<file path="src/inc/cdr_pkg.sv">
package cdr_pkg;
    // register slots on the plain register port
    localparam logic [3:0] REG_PC = 4'h0;
    localparam logic [3:0] REG_ACC = 4'h1;
    localparam logic [3:0] REG_TMP = 4'h2;
    localparam logic [3:0] REG_IX = 4'h3;
    localparam logic [3:0] REG_EP = 4'h4;
    localparam logic [3:0] REG_SP = 4'h5;
    localparam logic [3:0] REG_PS = 4'h6;
    // condition-code byte layout
    localparam int CC_C = 0;
    localparam int CC_V = 1;
    localparam int CC_Z = 2;
    localparam int CC_N = 3;
    localparam int CC_IL_LO = 4;
    localparam int CC_IL_HI = 5;
    localparam int CC_I = 6;
    localparam int CC_H = 7;
    // values after reset
    localparam logic [15:0] RST_WORD = 16'h0000;
    localparam logic [7:0] RST_BANK = 8'h00;
    localparam logic [1:0] RST_LEVEL = 2'h3;
    localparam logic RST_FLAG = 1'b0;
    // memory map
    localparam logic [15:0] IO_TOP = 16'h0080;
    localparam logic [15:0] PROG_BASE = 16'h8000;
    localparam logic [15:0] GPR_BASE = 16'h0100;
    localparam logic [1:0] REGION_IO = 2'h0;
    localparam logic [1:0] REGION_DATA = 2'h1;
    localparam logic [1:0] REGION_PROG = 2'h2;
    localparam logic [15:0] PC_STEP = 16'h0001;

    typedef enum logic [2:0] {
        OP_ADD8,
        OP_SUB8,
        OP_ADD16,
        OP_SUB16,
        OP_SHL8,
        OP_SHR8
    } cdr_op_e;
endpackage

</file>
<file path="src/inc/cdr_alu_if.sv">
`timescale 1ns/1ps
interface cdr_alu_if;
    import cdr_pkg::*;
    cdr_op_e op;
    logic [15:0] a;
    logic [15:0] t;
    logic [15:0] res;
    logic h;
    logic n;
    logic z;
    logic v;
    logic c;
    logic upd_hv;
    modport core (output op, output a, output t,
                  input res, input h, input n, input z, input v, input c, input upd_hv);
    modport alu (input op, input a, input t,
                 output res, output h, output n, output z, output v, output c, output upd_hv);
endinterface

</file>
<file path="src/hw/cdr_core.sv">
// Our own choices: the register addresses and the strobed register port.
`timescale 1ns/1ps
// Behaviour
// - a 16-bit program counter points at the instruction to fetch and run.
// - the 16-bit accumulator holds operands and results; byte ops use its low byte.
// - a 16-bit temporary accumulator is the second operand; byte ops use its low byte.
// - a 16-bit index register modifies operand addresses for indexed access.
// - a 16-bit extra pointer supplies a memory address for operands.
// - a 16-bit stack pointer marks the current place in the stack area.
// - status word is bank pointer in upper byte, condition codes in lower byte.
// - half-carry is set by carry or borrow between bit 3 and bit 4.
// - interrupt enable permits interrupts when set; reset clears it.
// - a request is served only if its level beats the allowed-level field.
// - negative flag copies the result's most significant bit.
// - zero flag is set exactly when the result is zero.
// - overflow flag is set on two's-complement overflow.
// - carry takes carry or borrow out of bit 7 (bit 15 for 16-bit ops), or the shifted-out bit.
// - 8-bit general registers sit in banks of eight, up to 32 banks.
// - 64 Kbyte space: I/O lowest, data above it, program at the top.
module cdr_core
    import cdr_pkg::*;
(
    // clock and reset
    input logic mclk_i,
    input logic reset_n_i,
    // register port
    input logic [3:0] reg_addr_i,
    input logic [15:0] reg_wdata_i,
    input logic reg_we_i,
    input logic reg_re_i,
    output logic [15:0] reg_rdata_o,
    // execution control
    input logic alu_go_i,
    input cdr_op_e alu_op_i,
    input logic pc_step_i,
    // interrupt gating
    input logic irq_req_i,
    input logic [1:0] irq_level_i,
    output logic irq_take_o,
    // general register and memory map lookup
    input logic [2:0] gpr_sel_i,
    output logic [15:0] gpr_addr_o,
    input logic [15:0] mem_addr_i,
    output logic [1:0] region_o,
    // register views
    output logic [15:0] pc_o,
    output logic [15:0] acc_o,
    output logic [15:0] tmp_o,
    output logic [15:0] ix_o,
    output logic [15:0] ep_o,
    output logic [15:0] sp_o,
    output logic [15:0] ps_o
);
    cdr_alu_if alu_bus ();

    logic [15:0] pc_q;
    logic [15:0] acc_q;
    logic [15:0] tmp_q;
    logic [15:0] ix_q;
    logic [15:0] ep_q;
    logic [15:0] sp_q;
    logic [7:0] bank_pointer_q;
    logic [1:0] allowed_level_q;
    logic h_q;
    logic i_q;
    logic n_q;
    logic z_q;
    logic v_q;
    logic c_q;
    logic [7:0] cond_code_byte;
    logic [15:0] rdata_q;
    logic [15:0] rdata_d;
    logic irq_take_q;
    logic irq_take_d;
    logic [15:0] gpr_addr_q;
    logic [1:0] region_q;
    logic [1:0] region_d;
    logic wr_pc;
    logic wr_acc;
    logic wr_tmp;
    logic wr_ix;
    logic wr_ep;
    logic wr_sp;
    logic wr_ps;

    assign alu_bus.op = alu_op_i;
    assign alu_bus.a = acc_q;
    assign alu_bus.t = tmp_q;

    cdr_alu u_alu (
        .bus (alu_bus.alu)
    );

    assign wr_pc = reg_we_i && (reg_addr_i == REG_PC);
    assign wr_acc = reg_we_i && (reg_addr_i == REG_ACC);
    assign wr_tmp = reg_we_i && (reg_addr_i == REG_TMP);
    assign wr_ix = reg_we_i && (reg_addr_i == REG_IX);
    assign wr_ep = reg_we_i && (reg_addr_i == REG_EP);
    assign wr_sp = reg_we_i && (reg_addr_i == REG_SP);
    assign wr_ps = reg_we_i && (reg_addr_i == REG_PS);

    assign cond_code_byte = {h_q, i_q, allowed_level_q, n_q, z_q, v_q, c_q};

    // program counter: a software load beats a step in the same cycle
    always_ff @(posedge mclk_i or negedge reset_n_i) begin
        if (!reset_n_i) begin
            pc_q <= RST_WORD;
        end else if (wr_pc) begin
            pc_q <= reg_wdata_i;
        end else if (pc_step_i) begin
            pc_q <= pc_q + PC_STEP;
        end
    end

    // accumulator: the arithmetic result wins over a register write
    always_ff @(posedge mclk_i or negedge reset_n_i) begin
        if (!reset_n_i) begin
            acc_q <= RST_WORD;
        end else if (alu_go_i) begin
            acc_q <= alu_bus.res;
        end else if (wr_acc) begin
            acc_q <= reg_wdata_i;
        end
    end

    always_ff @(posedge mclk_i or negedge reset_n_i) begin
        if (!reset_n_i) begin
            tmp_q <= RST_WORD;
        end else if (wr_tmp) begin
            tmp_q <= reg_wdata_i;
        end
    end

    // pointer registers
    always_ff @(posedge mclk_i or negedge reset_n_i) begin
        if (!reset_n_i) begin
            ix_q <= RST_WORD;
            ep_q <= RST_WORD;
            sp_q <= RST_WORD;
        end else begin
            if (wr_ix) begin
                ix_q <= reg_wdata_i;
            end
            if (wr_ep) begin
                ep_q <= reg_wdata_i;
            end
            if (wr_sp) begin
                sp_q <= reg_wdata_i;
            end
        end
    end

    // bank pointer, allowed level and enable are software-owned
    always_ff @(posedge mclk_i or negedge reset_n_i) begin
        if (!reset_n_i) begin
            bank_pointer_q <= RST_BANK;
            allowed_level_q <= RST_LEVEL;
            i_q <= RST_FLAG;
        end else if (wr_ps) begin
            bank_pointer_q <= reg_wdata_i[15:8];
            allowed_level_q <= reg_wdata_i[CC_IL_HI:CC_IL_LO];
            i_q <= reg_wdata_i[CC_I];
        end
    end

    // result flags: hardware update beats a software write of the status word
    always_ff @(posedge mclk_i or negedge reset_n_i) begin
        if (!reset_n_i) begin
            h_q <= RST_FLAG;
            n_q <= RST_FLAG;
            z_q <= RST_FLAG;
            v_q <= RST_FLAG;
            c_q <= RST_FLAG;
        end else if (alu_go_i) begin
            n_q <= alu_bus.n;
            z_q <= alu_bus.z;
            c_q <= alu_bus.c;
            if (alu_bus.upd_hv) begin
                h_q <= alu_bus.h;
                v_q <= alu_bus.v;
            end
        end else if (wr_ps) begin
            h_q <= reg_wdata_i[CC_H];
            n_q <= reg_wdata_i[CC_N];
            z_q <= reg_wdata_i[CC_Z];
            v_q <= reg_wdata_i[CC_V];
            c_q <= reg_wdata_i[CC_C];
        end
    end

    // read mux; reads show the value before a same-cycle write
    always_comb begin
        rdata_d = 16'h0000;
        unique case (reg_addr_i)
            REG_PC: rdata_d = pc_q;
            REG_ACC: rdata_d = acc_q;
            REG_TMP: rdata_d = tmp_q;
            REG_IX: rdata_d = ix_q;
            REG_EP: rdata_d = ep_q;
            REG_SP: rdata_d = sp_q;
            REG_PS: rdata_d = {bank_pointer_q, cond_code_byte};
            default: rdata_d = 16'h0000;
        endcase
    end

    // read data stand for one cycle only, zero otherwise
    always_ff @(posedge mclk_i or negedge reset_n_i) begin
        if (!reset_n_i) begin
            rdata_q <= RST_WORD;
        end else if (reg_re_i) begin
            rdata_q <= rdata_d;
        end else begin
            rdata_q <= RST_WORD;
        end
    end

    // lower level number is higher priority, so level 3 is never taken
    assign irq_take_d = irq_req_i && i_q && (irq_level_i < allowed_level_q);

    always_ff @(posedge mclk_i or negedge reset_n_i) begin
        if (!reset_n_i) begin
            irq_take_q <= RST_FLAG;
        end else begin
            irq_take_q <= irq_take_d;
        end
    end

    // only five pointer bits reach the address: 32 banks of eight bytes
    always_ff @(posedge mclk_i or negedge reset_n_i) begin
        if (!reset_n_i) begin
            gpr_addr_q <= GPR_BASE;
        end else begin
            gpr_addr_q <= GPR_BASE + {8'h00, bank_pointer_q[4:0], gpr_sel_i};
        end
    end

    always_comb begin
        if (mem_addr_i < IO_TOP) begin
            region_d = REGION_IO;
        end else if (mem_addr_i < PROG_BASE) begin
            region_d = REGION_DATA;
        end else begin
            region_d = REGION_PROG;
        end
    end

    always_ff @(posedge mclk_i or negedge reset_n_i) begin
        if (!reset_n_i) begin
            region_q <= REGION_IO;
        end else begin
            region_q <= region_d;
        end
    end

    assign reg_rdata_o = rdata_q;
    assign irq_take_o = irq_take_q;
    assign gpr_addr_o = gpr_addr_q;
    assign region_o = region_q;
    assign pc_o = pc_q;
    assign acc_o = acc_q;
    assign tmp_o = tmp_q;
    assign ix_o = ix_q;
    assign ep_o = ep_q;
    assign sp_o = sp_q;
    assign ps_o = {bank_pointer_q, cond_code_byte};
endmodule

</file>
<file path="src/hw/cdr_alu.sv">
`timescale 1ns/1ps
module cdr_alu
    import cdr_pkg::*;
(
    cdr_alu_if.alu bus
);
    logic [8:0] s9;
    logic [16:0] s17;
    logic [4:0] h5;
    logic sub;

    always_comb begin
        sub = (bus.op == OP_SUB8) || (bus.op == OP_SUB16);
        s9 = sub ? ({1'b0, bus.a[7:0]} - {1'b0, bus.t[7:0]})
                 : ({1'b0, bus.a[7:0]} + {1'b0, bus.t[7:0]});
        s17 = sub ? ({1'b0, bus.a} - {1'b0, bus.t}) : ({1'b0, bus.a} + {1'b0, bus.t});
        // borrow or carry across the nibble boundary
        h5 = sub ? ({1'b0, bus.a[3:0]} - {1'b0, bus.t[3:0]})
                 : ({1'b0, bus.a[3:0]} + {1'b0, bus.t[3:0]});
        bus.h = h5[4];
        bus.upd_hv = 1'b1;
        bus.res = bus.a;
        bus.c = 1'b0;
        bus.v = 1'b0;
        unique case (bus.op)
            OP_ADD8, OP_SUB8: begin
                // byte ops leave the upper byte alone
                bus.res = {bus.a[15:8], s9[7:0]};
                bus.c = s9[8];
                bus.v = sub ? ((bus.a[7] != bus.t[7]) && (s9[7] != bus.a[7]))
                            : ((bus.a[7] == bus.t[7]) && (s9[7] != bus.a[7]));
            end
            OP_ADD16, OP_SUB16: begin
                bus.res = s17[15:0];
                bus.c = s17[16];
                bus.v = sub ? ((bus.a[15] != bus.t[15]) && (s17[15] != bus.a[15]))
                            : ((bus.a[15] == bus.t[15]) && (s17[15] != bus.a[15]));
            end
            OP_SHL8: begin
                bus.res = {bus.a[15:8], bus.a[6:0], 1'b0};
                bus.c = bus.a[7];
                bus.upd_hv = 1'b0;
            end
            OP_SHR8: begin
                bus.res = {bus.a[15:8], 1'b0, bus.a[7:1]};
                bus.c = bus.a[0];
                bus.upd_hv = 1'b0;
            end
            default: begin
                bus.upd_hv = 1'b0;
            end
        endcase
        if ((bus.op == OP_ADD16) || (bus.op == OP_SUB16)) begin
            bus.n = bus.res[15];
            bus.z = (bus.res == 16'h0000);
        end else begin
            bus.n = bus.res[7];
            bus.z = (bus.res[7:0] == 8'h00);
        end
    end
endmodule

</file>
<file path="config.mk">
export PLATFORM = sky130hd
export DESIGN_NAME = cdr_core
export DESIGN_NICKNAME = d
export VERILOG_FILES = /design/src/inc/cdr_pkg.sv /design/src/inc/cdr_alu_if.sv /design/src/hw/cdr_core.sv /design/src/hw/cdr_alu.sv
export SDC_FILE = /design/constraint.sdc
export NUM_CORES = 1
export LEC_CHECK = 0
export CORE_UTILIZATION = 30
export DETAILED_ROUTE_END_ITERATION = 6
export DONT_BUFFER_PORTS = 1
export GPL_ROUTABILITY_DRIVEN = 0
export GPL_TIMING_DRIVEN = 0
export SLEW_MARGIN = 40
export SYNTH_ARGS = -nofsm -noshare
export SYNTH_HDL_FRONTEND = slang
export SYNTH_SLANG_ARGS = --single-unit
export TNS_END_PERCENT = 30
</file>
<file path="constraint.sdc">
create_clock -name mclk_i -period 4.11 [get_ports mclk_i]
set_clock_uncertainty 0.15 [all_clocks]
set_input_delay 0.2055 -clock mclk_i [delete_from_list [all_inputs] [get_ports mclk_i]]
set_output_delay 0.2055 -clock mclk_i [all_outputs]
set_load 0.005 [all_outputs]
</file>
## Word level (Yosys, flattened, before mapping)

Index checks and enable logic that the tools add are counted.

- Register bits: 141
- Output and inout port bits: 147
- Logic and storage cells: 104

- Add/sub/neg operators: 8
- $lt $le $gt $ge: 3
- Equal/unequal tests: 18
- Mux-type cells: 31
- Reduce and logical (&&, ||, !) cells: 26

Operators with widths:

| kind | number |
|---|---|
| case mux 16 bit (7 select lines) | 1 |
| two-way mux 16 bit | 5 |
| case mux 16 bit (4 select lines) | 1 |
| adder 16 x 16 -> 17 bit | 1 |
| two-way mux 1 bit | 17 |
| two-way mux 17 bit | 1 |
| subtractor 16 x 16 -> 17 bit | 1 |
| adder 16 x 1 -> 16 bit, second input constant | 1 |
| logical NOT 16 bit | 1 |
| < comparator 16 bit, second input constant | 1 |
| < comparator 16 x 8 -> 1 bit, second input constant | 1 |
| logical AND 1 bit | 13 |
| equality test 4 x 3 -> 1 bit, second input constant | 3 |
| adder 9 x 8 -> 10 bit, first input constant | 1 |
| adder 8 x 8 -> 9 bit | 1 |
| two-way mux 9 bit | 1 |
| subtractor 8 x 8 -> 9 bit | 1 |
| equality test 4 x 2 -> 1 bit, second input constant | 2 |
| logical NOT 8 bit | 1 |
| equality test 3 x 2 -> 1 bit, second input constant | 2 |
| equality test 3 bit, second input constant | 2 |
| nonzero test 2 bit | 3 |
| adder 4 x 4 -> 5 bit | 1 |
| two-way mux 5 bit | 1 |
| other kinds (16) | 23 |

## Logic depth before layout (Yosys ltp)

Gate-level depths: netlist of the first run.

- Depth after elaboration: 9
- Gate-level depth with buffers: 15
- Gate-level depth less buffers: 15

## By module

Synthesis of the first run repeated with hierarchy kept, for this count alone.

- Cells, all modules: 734
- Area total of the unflattened synthesis: 7775.0 sq um

By module, submodules not included:

| module | times used | cells an instance | area an instance (sq um) |
|---|---|---|---|
| cdr_core | 1 | 492 | 6183.4 |
| cdr_alu | 1 | 242 | 1591.5 |

## Worst setup path after synthesis of the first run

Ideal clock, no wire load.

- Path kind: register -> register
- From: register tmp_q[7] (netlist: tmp_o[7])
- To: register z_q
- Arrival time: 2935 ps
- Path slack: 949 ps
- Stages on the path, launching flop included: 14
- Buffers on the path: 1
- Cell sequence: dfrtp_1 buf_2 or3_1 or3_1 o21ai_2 xor2_1 ha_1 a21o_1 a21o_1 a21oi_1 o31a_1 mux2i_1 nand4_1 o21ai_1

- Cells in the longest elaborated chain, start to end: 6
- Elaborated cells between the ends (all ways): 11
- Those cells by class: add/sub (4); mux (5); reduce/logical (2)

RTL lines:

| what | RTL line | RTL |
|---|---|---|
| from (decl) | cdr_core.sv:58 | `logic [15:0] tmp_q;` |
| from (signal assigned) | cdr_core.sv:130 | `tmp_q <= reg_wdata_i;` |
| adder 16 x 16 -> 17 bit, or another cell as far along | cdr_alu.sv:16 | `s17 = sub ? ({1'b0, bus.a} - {1'b0, bus.t}) : ({1'b0, bus.a} + {1'b0, bus.t});` |
| two-way mux 17 bit or two-way mux 9 bit (tied branches) | cdr_alu.sv:16, cdr_alu.sv:14 |  |
| case mux 16 bit (4 select lines) (*) | cdr_alu.sv:25 | `unique case (bus.op)` |
| logical NOT 16 bit or logical NOT 8 bit (tied branches) | cdr_alu.sv:55, cdr_alu.sv:58 |  |
| two-way mux 1 bit (*) | cdr_alu.sv:53 | `if ((bus.op == OP_ADD16) \|\| (bus.op == OP_SUB16)) begin` |
| two-way mux 1 bit (*) | cdr_core.sv:174 | `end else if (alu_go_i) begin` |
| to (signal assigned) | cdr_core.sv:176 | `z_q <= alu_bus.z;` |
| to (signal assigned) | cdr_core.sv:185 | `z_q <= reg_wdata_i[CC_Z];` |
| to (decl) | cdr_core.sv:67 | `logic z_q;` |

Every way passes the cells marked *; elsewhere a longest branch is shown, timed or not.
A chain may end at the register's enable or synchronous reset.

## Worst setup path after layout of the first run

- From: register tmp_q[2] (netlist: tmp_o[2])
- To: register z_q

Same word-level chain as after synthesis.

==> summary.txt, run 1 <==
CTS
  – CTS tree: yes
  – CTS Hold Buffers Added: 25
  – Resized Gates After CTS: 0
  – Later-pin clock latency in the skew report: 430 ps
  – Reg clk slew, reported paths: 70 ps
  – Clk sink count: 139
  – CTS Buf Count: 17
  – Root buffer cell: clkbuf_16
  – H-tree levels: 4
  – CTS Buffer Depth: 2
  – Post-CTS setup buffer count: 0

Synth
  – Sequential area share after synthesis: 44.49%
  – Synth async-reset ratio: 100.0%
  – Yosys warns: 0
  – EDFF count, synth: 0
  – Top FF cell, synth: dfrtp_1
  – Synthesized flop and latch total: 139
  – Syn avg cell area: 10.36 um^2
  – Post-Synthesis Cells: 755
  – Synth cell types: 66
  – Mapped Area: 0.007824 mm^2

Power and ir drop
  – Maximum VDD drop: 0.2692 mV
  – Leak: 3.807 nW
  – Pwr dens: 663.1 mW/mm^2

Layout
  – Total Nets Final: 877
  – Commonest non-fill, non-tap cell in the layout: dfrtp_1
  – Number of fill cells: 2,548
  – # diodes: 0
  – Share of cells above drive strength 1: 19.54%
  – Area of the multi-input gates: 0.004069 mm^2
  – FF/Latch Area: 0.003481 mm^2
  – Most frequent cells in the layout: dfrtp_1 (137), nand2_1 (83), mux2_2 (81)
  – Area Growth Syn to Fin: 16.82%

Routing
  – DRT antenna net count: 0
  – Vias: 6,482
  – Residual DRC count: 0
  – Final WL: 27,960 um
  – Vias per cell: 5.641
  – First-pass DRT Iterations: 5
  – First-iteration detailed-routing DRC count: 457
  – Wirelength per Cell: 24.33 um

Timing
  – Slew @ Worst Pin: 816.4 ps
  – Fin crit period: 3800 ps
  – Final hold vios: 0
  – Pins over their slew limit: 0
  – Final setup fails: 0
  – WHS: 17.43 ps
  – Setup TNS Final: 0 ps
  – Relative slew slack: 45.57%
  – Crit share post-route: 92.45%
  – Fmax: 0.2632 GHz
  – RSZ-0062 raised after global routing: no

Global routing
  – Initial antenna violation count: 1
  – Total track usage: 21.35%
  – First-pass GRT wire length: 42,110 um
  – Vias in the first global route: 6,471
  – Total grt overflow: 0
  – Largest net degree at the start of global routing: 140

Run
  – Max-cap viol count: 0

Floorplanning
  – Die area: 0.02673 mm^2
  – Boundary Pins: 198
  – Row count: 58
  – Die Ht: 163.5 um
  – Initial Utilization: 30.80%
  – Die X-Extent: 163.5 um
  – Floorplan core area: 0.02540 mm^2

Min path
  – Min-Delay Path Class: in2reg

Setup path
  – Setup crit end kind: flop
  – Most used cell, CP: o21a_1
  – Crit-path max cell delay: 540 ps
  – WP data arrival: 4010 ps
  – Worst path cell trace: o31ai_1, o21a_1, nand2_1, xnor2_1, ha_1, inv_1, o21bai_1, a21oi_1, o21a_1, o31a_1, mux2i_1, nand4_1, o21ai_1
  – R2r setup slk: 310 ps
  – Worst-path maximum fanout: 7
  – Worst path slowest cell: o31ai_1
  – Startpoint Class: flop
  – Worst Setup Path Type: reg2reg
  – CP required: 4320 ps

Outcome
  – Status: finished, final reports clean

Place
  – I/O Buffers: 0
  – DPL Wire Length: 20,950 um
-- final cells by class --
class | count | share of cell area, %
tap | 330 | 4.517
timing repair buffer | 26 | 3.012
inverter | 8 | 0.3285
clock buffer | 17 | 4.654
buffer | 56 | 3.053
sequential | 139 | 38.08
multi-input combinational | 558 | 44.52
clock inverter | 15 | 1.834
-- cells by family after synthesis --
kind of cell | count (synthesis) | share of synthesized area (%)
XOR/XNOR | 45 | 5.037
AND/OR/NAND/NOR | 190 | 11.74
other | 2 | 0.09599
adder cells (fa/ha/maj) | 20 | 3.294
buffers and inverters | 64 | 3.950
multiplexers | 104 | 14.60
AO/OA/AOI/OAI | 191 | 16.79
flip-flops | 139 | 44.49
-- cell usage after synthesis (8+ instances only) --
| library cell | number | share of area (%) |
|---|---|---|
| dfrtp_1 | 137 | 44 |
| nand2_1 | 83 | 4.0 |
| mux2_2 | 81 | 12 |
| o21ai_0 | 42 | 2.7 |
| a21oi_1 | 27 | 1.7 |
| clkbuf_1 | 24 | 1.2 |
| mux2i_1 | 23 | 2.9 |
| xor2_1 | 23 | 2.6 |
| nor2_1 | 22 | 1.1 |
| xnor2_1 | 22 | 2.5 |
| a22oi_1 | 19 | 1.8 |
| a31oi_1 | 19 | 1.5 |
| ha_1 | 19 | 3.0 |
| nand3_1 | 15 | 0.96 |
| buf_4 | 14 | 1.3 |
| a22o_1 | 13 | 1.5 |
| and3_1 | 13 | 1.0 |
| buf_2 | 13 | 0.83 |
| a211oi_1 | 10 | 0.96 |
| nor3_1 | 10 | 0.64 |
| a222oi_1 | 8 | 1.0 |
| inv_1 | 8 | 0.38 |
| o21a_1 | 8 | 0.77 |
-- flip-flops by register name, summed over array words and instances (netlist names) --
| name | cells |
|---|---|
| tmp_o | 16 |
| gpr_addr_o | 8 |
| reg_rdata_o | 16 |
| bank_pointer_q | 8 |
| h_q | 1 |
| z_q | 1 |
| region_o | 2 |
| c_q | 1 |
| v_q | 1 |
| sp_o | 16 |
| ix_o | 16 |
| pc_o | 16 |
| i_q | 1 |
| irq_take_o | 1 |
| allowed_level_q | 2 |
| ep_o | 16 |
| acc_o | 16 |
| n_q | 1 |
-- stage by stage --
stage	utilization, %	instance area [um^2]	instances	power, W	setup slack (ps)
global route	35.99	9140	1149	0.006437	15.55
finish	35.99	9140	1149	0.006060	310.3
CTS	35.96	9133	1148	0.006069	342.6
detailed placement	32.57	8272	1091	0.004433	342.9
floorplan	-	7846	761	0.003729	948.6
global placement	32.52	8259	1091	0.004391	364.2
-- where the power goes --
part           internal, W  switching, W  total, W
Clock             0.000865      0.000683   0.00155
Combinational     0.000972       0.00117   0.00214
Sequential         0.00171      0.000663   0.00237
-- final timing paths --
| path | end | cells past startpoint | from |
|---|---|---|---|
| setup / recovery | z_q | 13 | tmp_o[2] |
| hold / removal | z_q | 4 | reg_wdata_i[2] |
| setup reg to reg | z_q | 13 | tmp_o[2] |
| hold reg to reg | gpr_addr_o[6] | 0 | bank_pointer_q[3] |
| max in group asynchronous | sp_o[4] | 2 | reset_n_i |
| min in group asynchronous | reg_rdata_o[14] | 2 | reset_n_i |
-- worst max-delay path: cells and delay by family, from the launching register on --
family	cells	cell delay [ps]
AND/OR/NAND/NOR	2	240
buffers and inverters	1	120
multiplexers	1	370
XOR/XNOR	1	140
flip-flops	1	490
AO/OA/AOI/OAI	7	1810
adder cells (fa/ha/maj)	1	410
-- layer usage --
metal | GRT usage [%] | up-vias | share of wire, %
met5 | 0 | - | 0.046
met4 | 8.418 | 2 | 3.0
met3 | 7.415 | 55 | 9.9
met2 | 34.23 | 286 | 47
met1 | 26.14 | 3258 | 40
li1 | - | 2881 | -
No activity file was read; power rests on OpenSTA's default activity.
==> inputs of run 2 (changes only) <==
- ABC_CLOCK_PERIOD_IN_PS: default -> 4110
- HOLD_SLACK_MARGIN: default -> 0.05
==> summary.txt, run 2 (same netlist as run 1, synthesis figures left out) <==
Outcome
  – Status: finished, final reports clean

Timing
  – Setup TNS Final: 0 ps
  – Final hold vios: 0
  – Final worst setup slack: 288.9 ps
  – Fmax: 0.2617 GHz
  – Pins over their slew limit: 0
  – Slew @ Worst Pin: 895.8 ps
  – RSZ-0062 raised after global routing: no
  – Crit share post-route: 92.97%
  – Fin crit period: 3821 ps
  – Relative slew slack: 40.28%
  – Final setup fails: 0

Floorplanning
  – Row count: 58
  – Die X-Extent: 163.5 um
  – Die area: 0.02673 mm^2
  – Die Ht: 163.5 um
  – Boundary Pins: 198
  – Floorplan core area: 0.02540 mm^2
  – Initial Utilization: 30.80%

Setup path
  – Worst Setup Path Type: reg2reg
  – Cells on worst reg2reg path: 13
  – R2r startpoint: tmp_o[2]
  – Crit-path max cell delay: 560 ps
  – WP data arrival: 4030 ps
  – CP required: 4320 ps
  – Worst-path maximum fanout: 7
  – Startpoint Class: flop
  – Setup crit end kind: flop
  – Worst path cell trace: o31ai_1, o21a_1, nand2_1, xnor2_1, ha_1, inv_1, o21bai_1, a21oi_1, o21a_1, o31a_1, mux2i_1, nand4_1, o21ai_1
  – Worst path slowest cell: o31ai_1
  – R2r setup slk: 290 ps
  – Buf/Inv on CP: 1
  – Cell family with most CP delay: compound AO/OA/AOI/OAI gates
  – Most used cell, CP: o21a_1
  – Worst reg2reg path endpoint: z_q

Global routing
  – Vias in the first global route: 6,477
  – First-pass GRT wire length: 42,070 um
  – Initial antenna violation count: 0
  – Total grt overflow: 0
  – Largest net degree at the start of global routing: 140
  – Total track usage: 21.34%

CTS
  – Later-pin clock latency in the skew report: 430 ps
  – CTS tree: yes
  – H-tree levels: 4
  – Root buffer cell: clkbuf_16
  – Post-CTS setup buffer count: 0
  – Clk sink count: 139
  – CTS Buffer Depth: 2
  – CTS Buf Count: 17
  – Reg clk slew, reported paths: 70 ps

Run
  – Max-cap viol count: 0

Routing
  – Wirelength per Cell: 24.27 um
  – Residual DRC count: 0
  – Vias: 6,459
  – First-pass DRT Iterations: 5
  – Final WL: 27,910 um
  – First-iteration detailed-routing DRC count: 457
  – Vias per cell: 5.617
  – DRT antenna net count: 0

Place
  – Placement Setup Slack: 342.9 ps
  – DPL Wire Length: 20,950 um
  – Area post-placement: 0.008272 mm^2
  – I/O Buffers: 0

Min path
  – Worst Hold Depth: 2
  – Min-Delay Path Class: in2reg
  – Min-delay src: reg_re_i
  – Min-Delay Endpoint: reg_rdata_o[2]

Layout
  – Commonest non-fill, non-tap cell in the layout: dfrtp_1
  – Share of cells above drive strength 1: 19.39%
  – Final instance area: 0.009153 mm^2
  – Total Nets Final: 878
  – Most frequent cells in the layout: dfrtp_1 (137), nand2_1 (83), mux2_2 (81)
  – # diodes: 0
  – Area Growth Syn to Fin: 16.98%

Power and ir drop
  – Leak: 3.811 nW
  – Maximum VDD drop: 0.2683 mV
  – Pwr dens: 662.4 mW/mm^2
## run 2: cell types whose count changed in the layout (fill, tap and decap cells not counted)
cell and change:
dlygate4sd3_1 +2, buf_4 -1
## run 2: layer usage
layer | up-vias | share of wire, % | GRT usage (%)
li1 | 2883 | - | -
met1 | 3230 | 40 | 26.26
met5 | - | 0 | 0
met4 | 0 | 2.5 | 7.912
met3 | 51 | 9.5 | 7.313
met2 | 295 | 48 | 34.36
## run 2: power by group
group / internal (W) / total [W] / switching (W)
Sequential: 0.00171 / 0.00237 / 0.000663
Combinational: 0.000973 / 0.00214 / 0.00117
Clock: 0.000865 / 0.00155 / 0.000685
## run 2: cell type report
| class | instances | area [um^2] |
|---|---|---|
| buffer | 56 | 279.0 |
| clock buffer | 17 | 425.4 |
| clock inverter | 15 | 167.7 |
| fill | 2548 | 16250 |
| inverter | 8 | 30.03 |
| multi-input combinational | 558 | 4069 |
| sequential | 139 | 3481 |
| tap | 330 | 412.9 |
| timing repair buffer | 27 | 287.8 |
## run 2: through the flow
step	hold slack (ps)	power [W]	util, %	cells
after floorplan	-240.1	0.003729	-	761
after global placement	-236.5	0.004391	32.52	1091
after detailed placement	-237.5	0.004433	32.57	1091
after CTS	66.47	0.006071	36.03	1150
after global routing	89.92	0.006440	36.03	1150
final	76.96	0.006063	36.03	1150
## run 2: how the worst max path moves through the flow
stage                     start  end  slack (ps)  cells after the start
floorplan              tmp_o[7]  z_q         950                     13
CTS                    tmp_o[2]  z_q         340                     13
finish                 tmp_o[2]  z_q         290                     13
global placement    alu_op_i[0]  z_q         360                     14
detailed placement  alu_op_i[0]  z_q         340                     14
global route           tmp_o[1]  z_q          20                     15
## run 2: timing repair
action	4_1_cts	5_1_grt
endpoints found under the hold margin	258	0
gates resized for setup	0	0
hold buffers	27	0
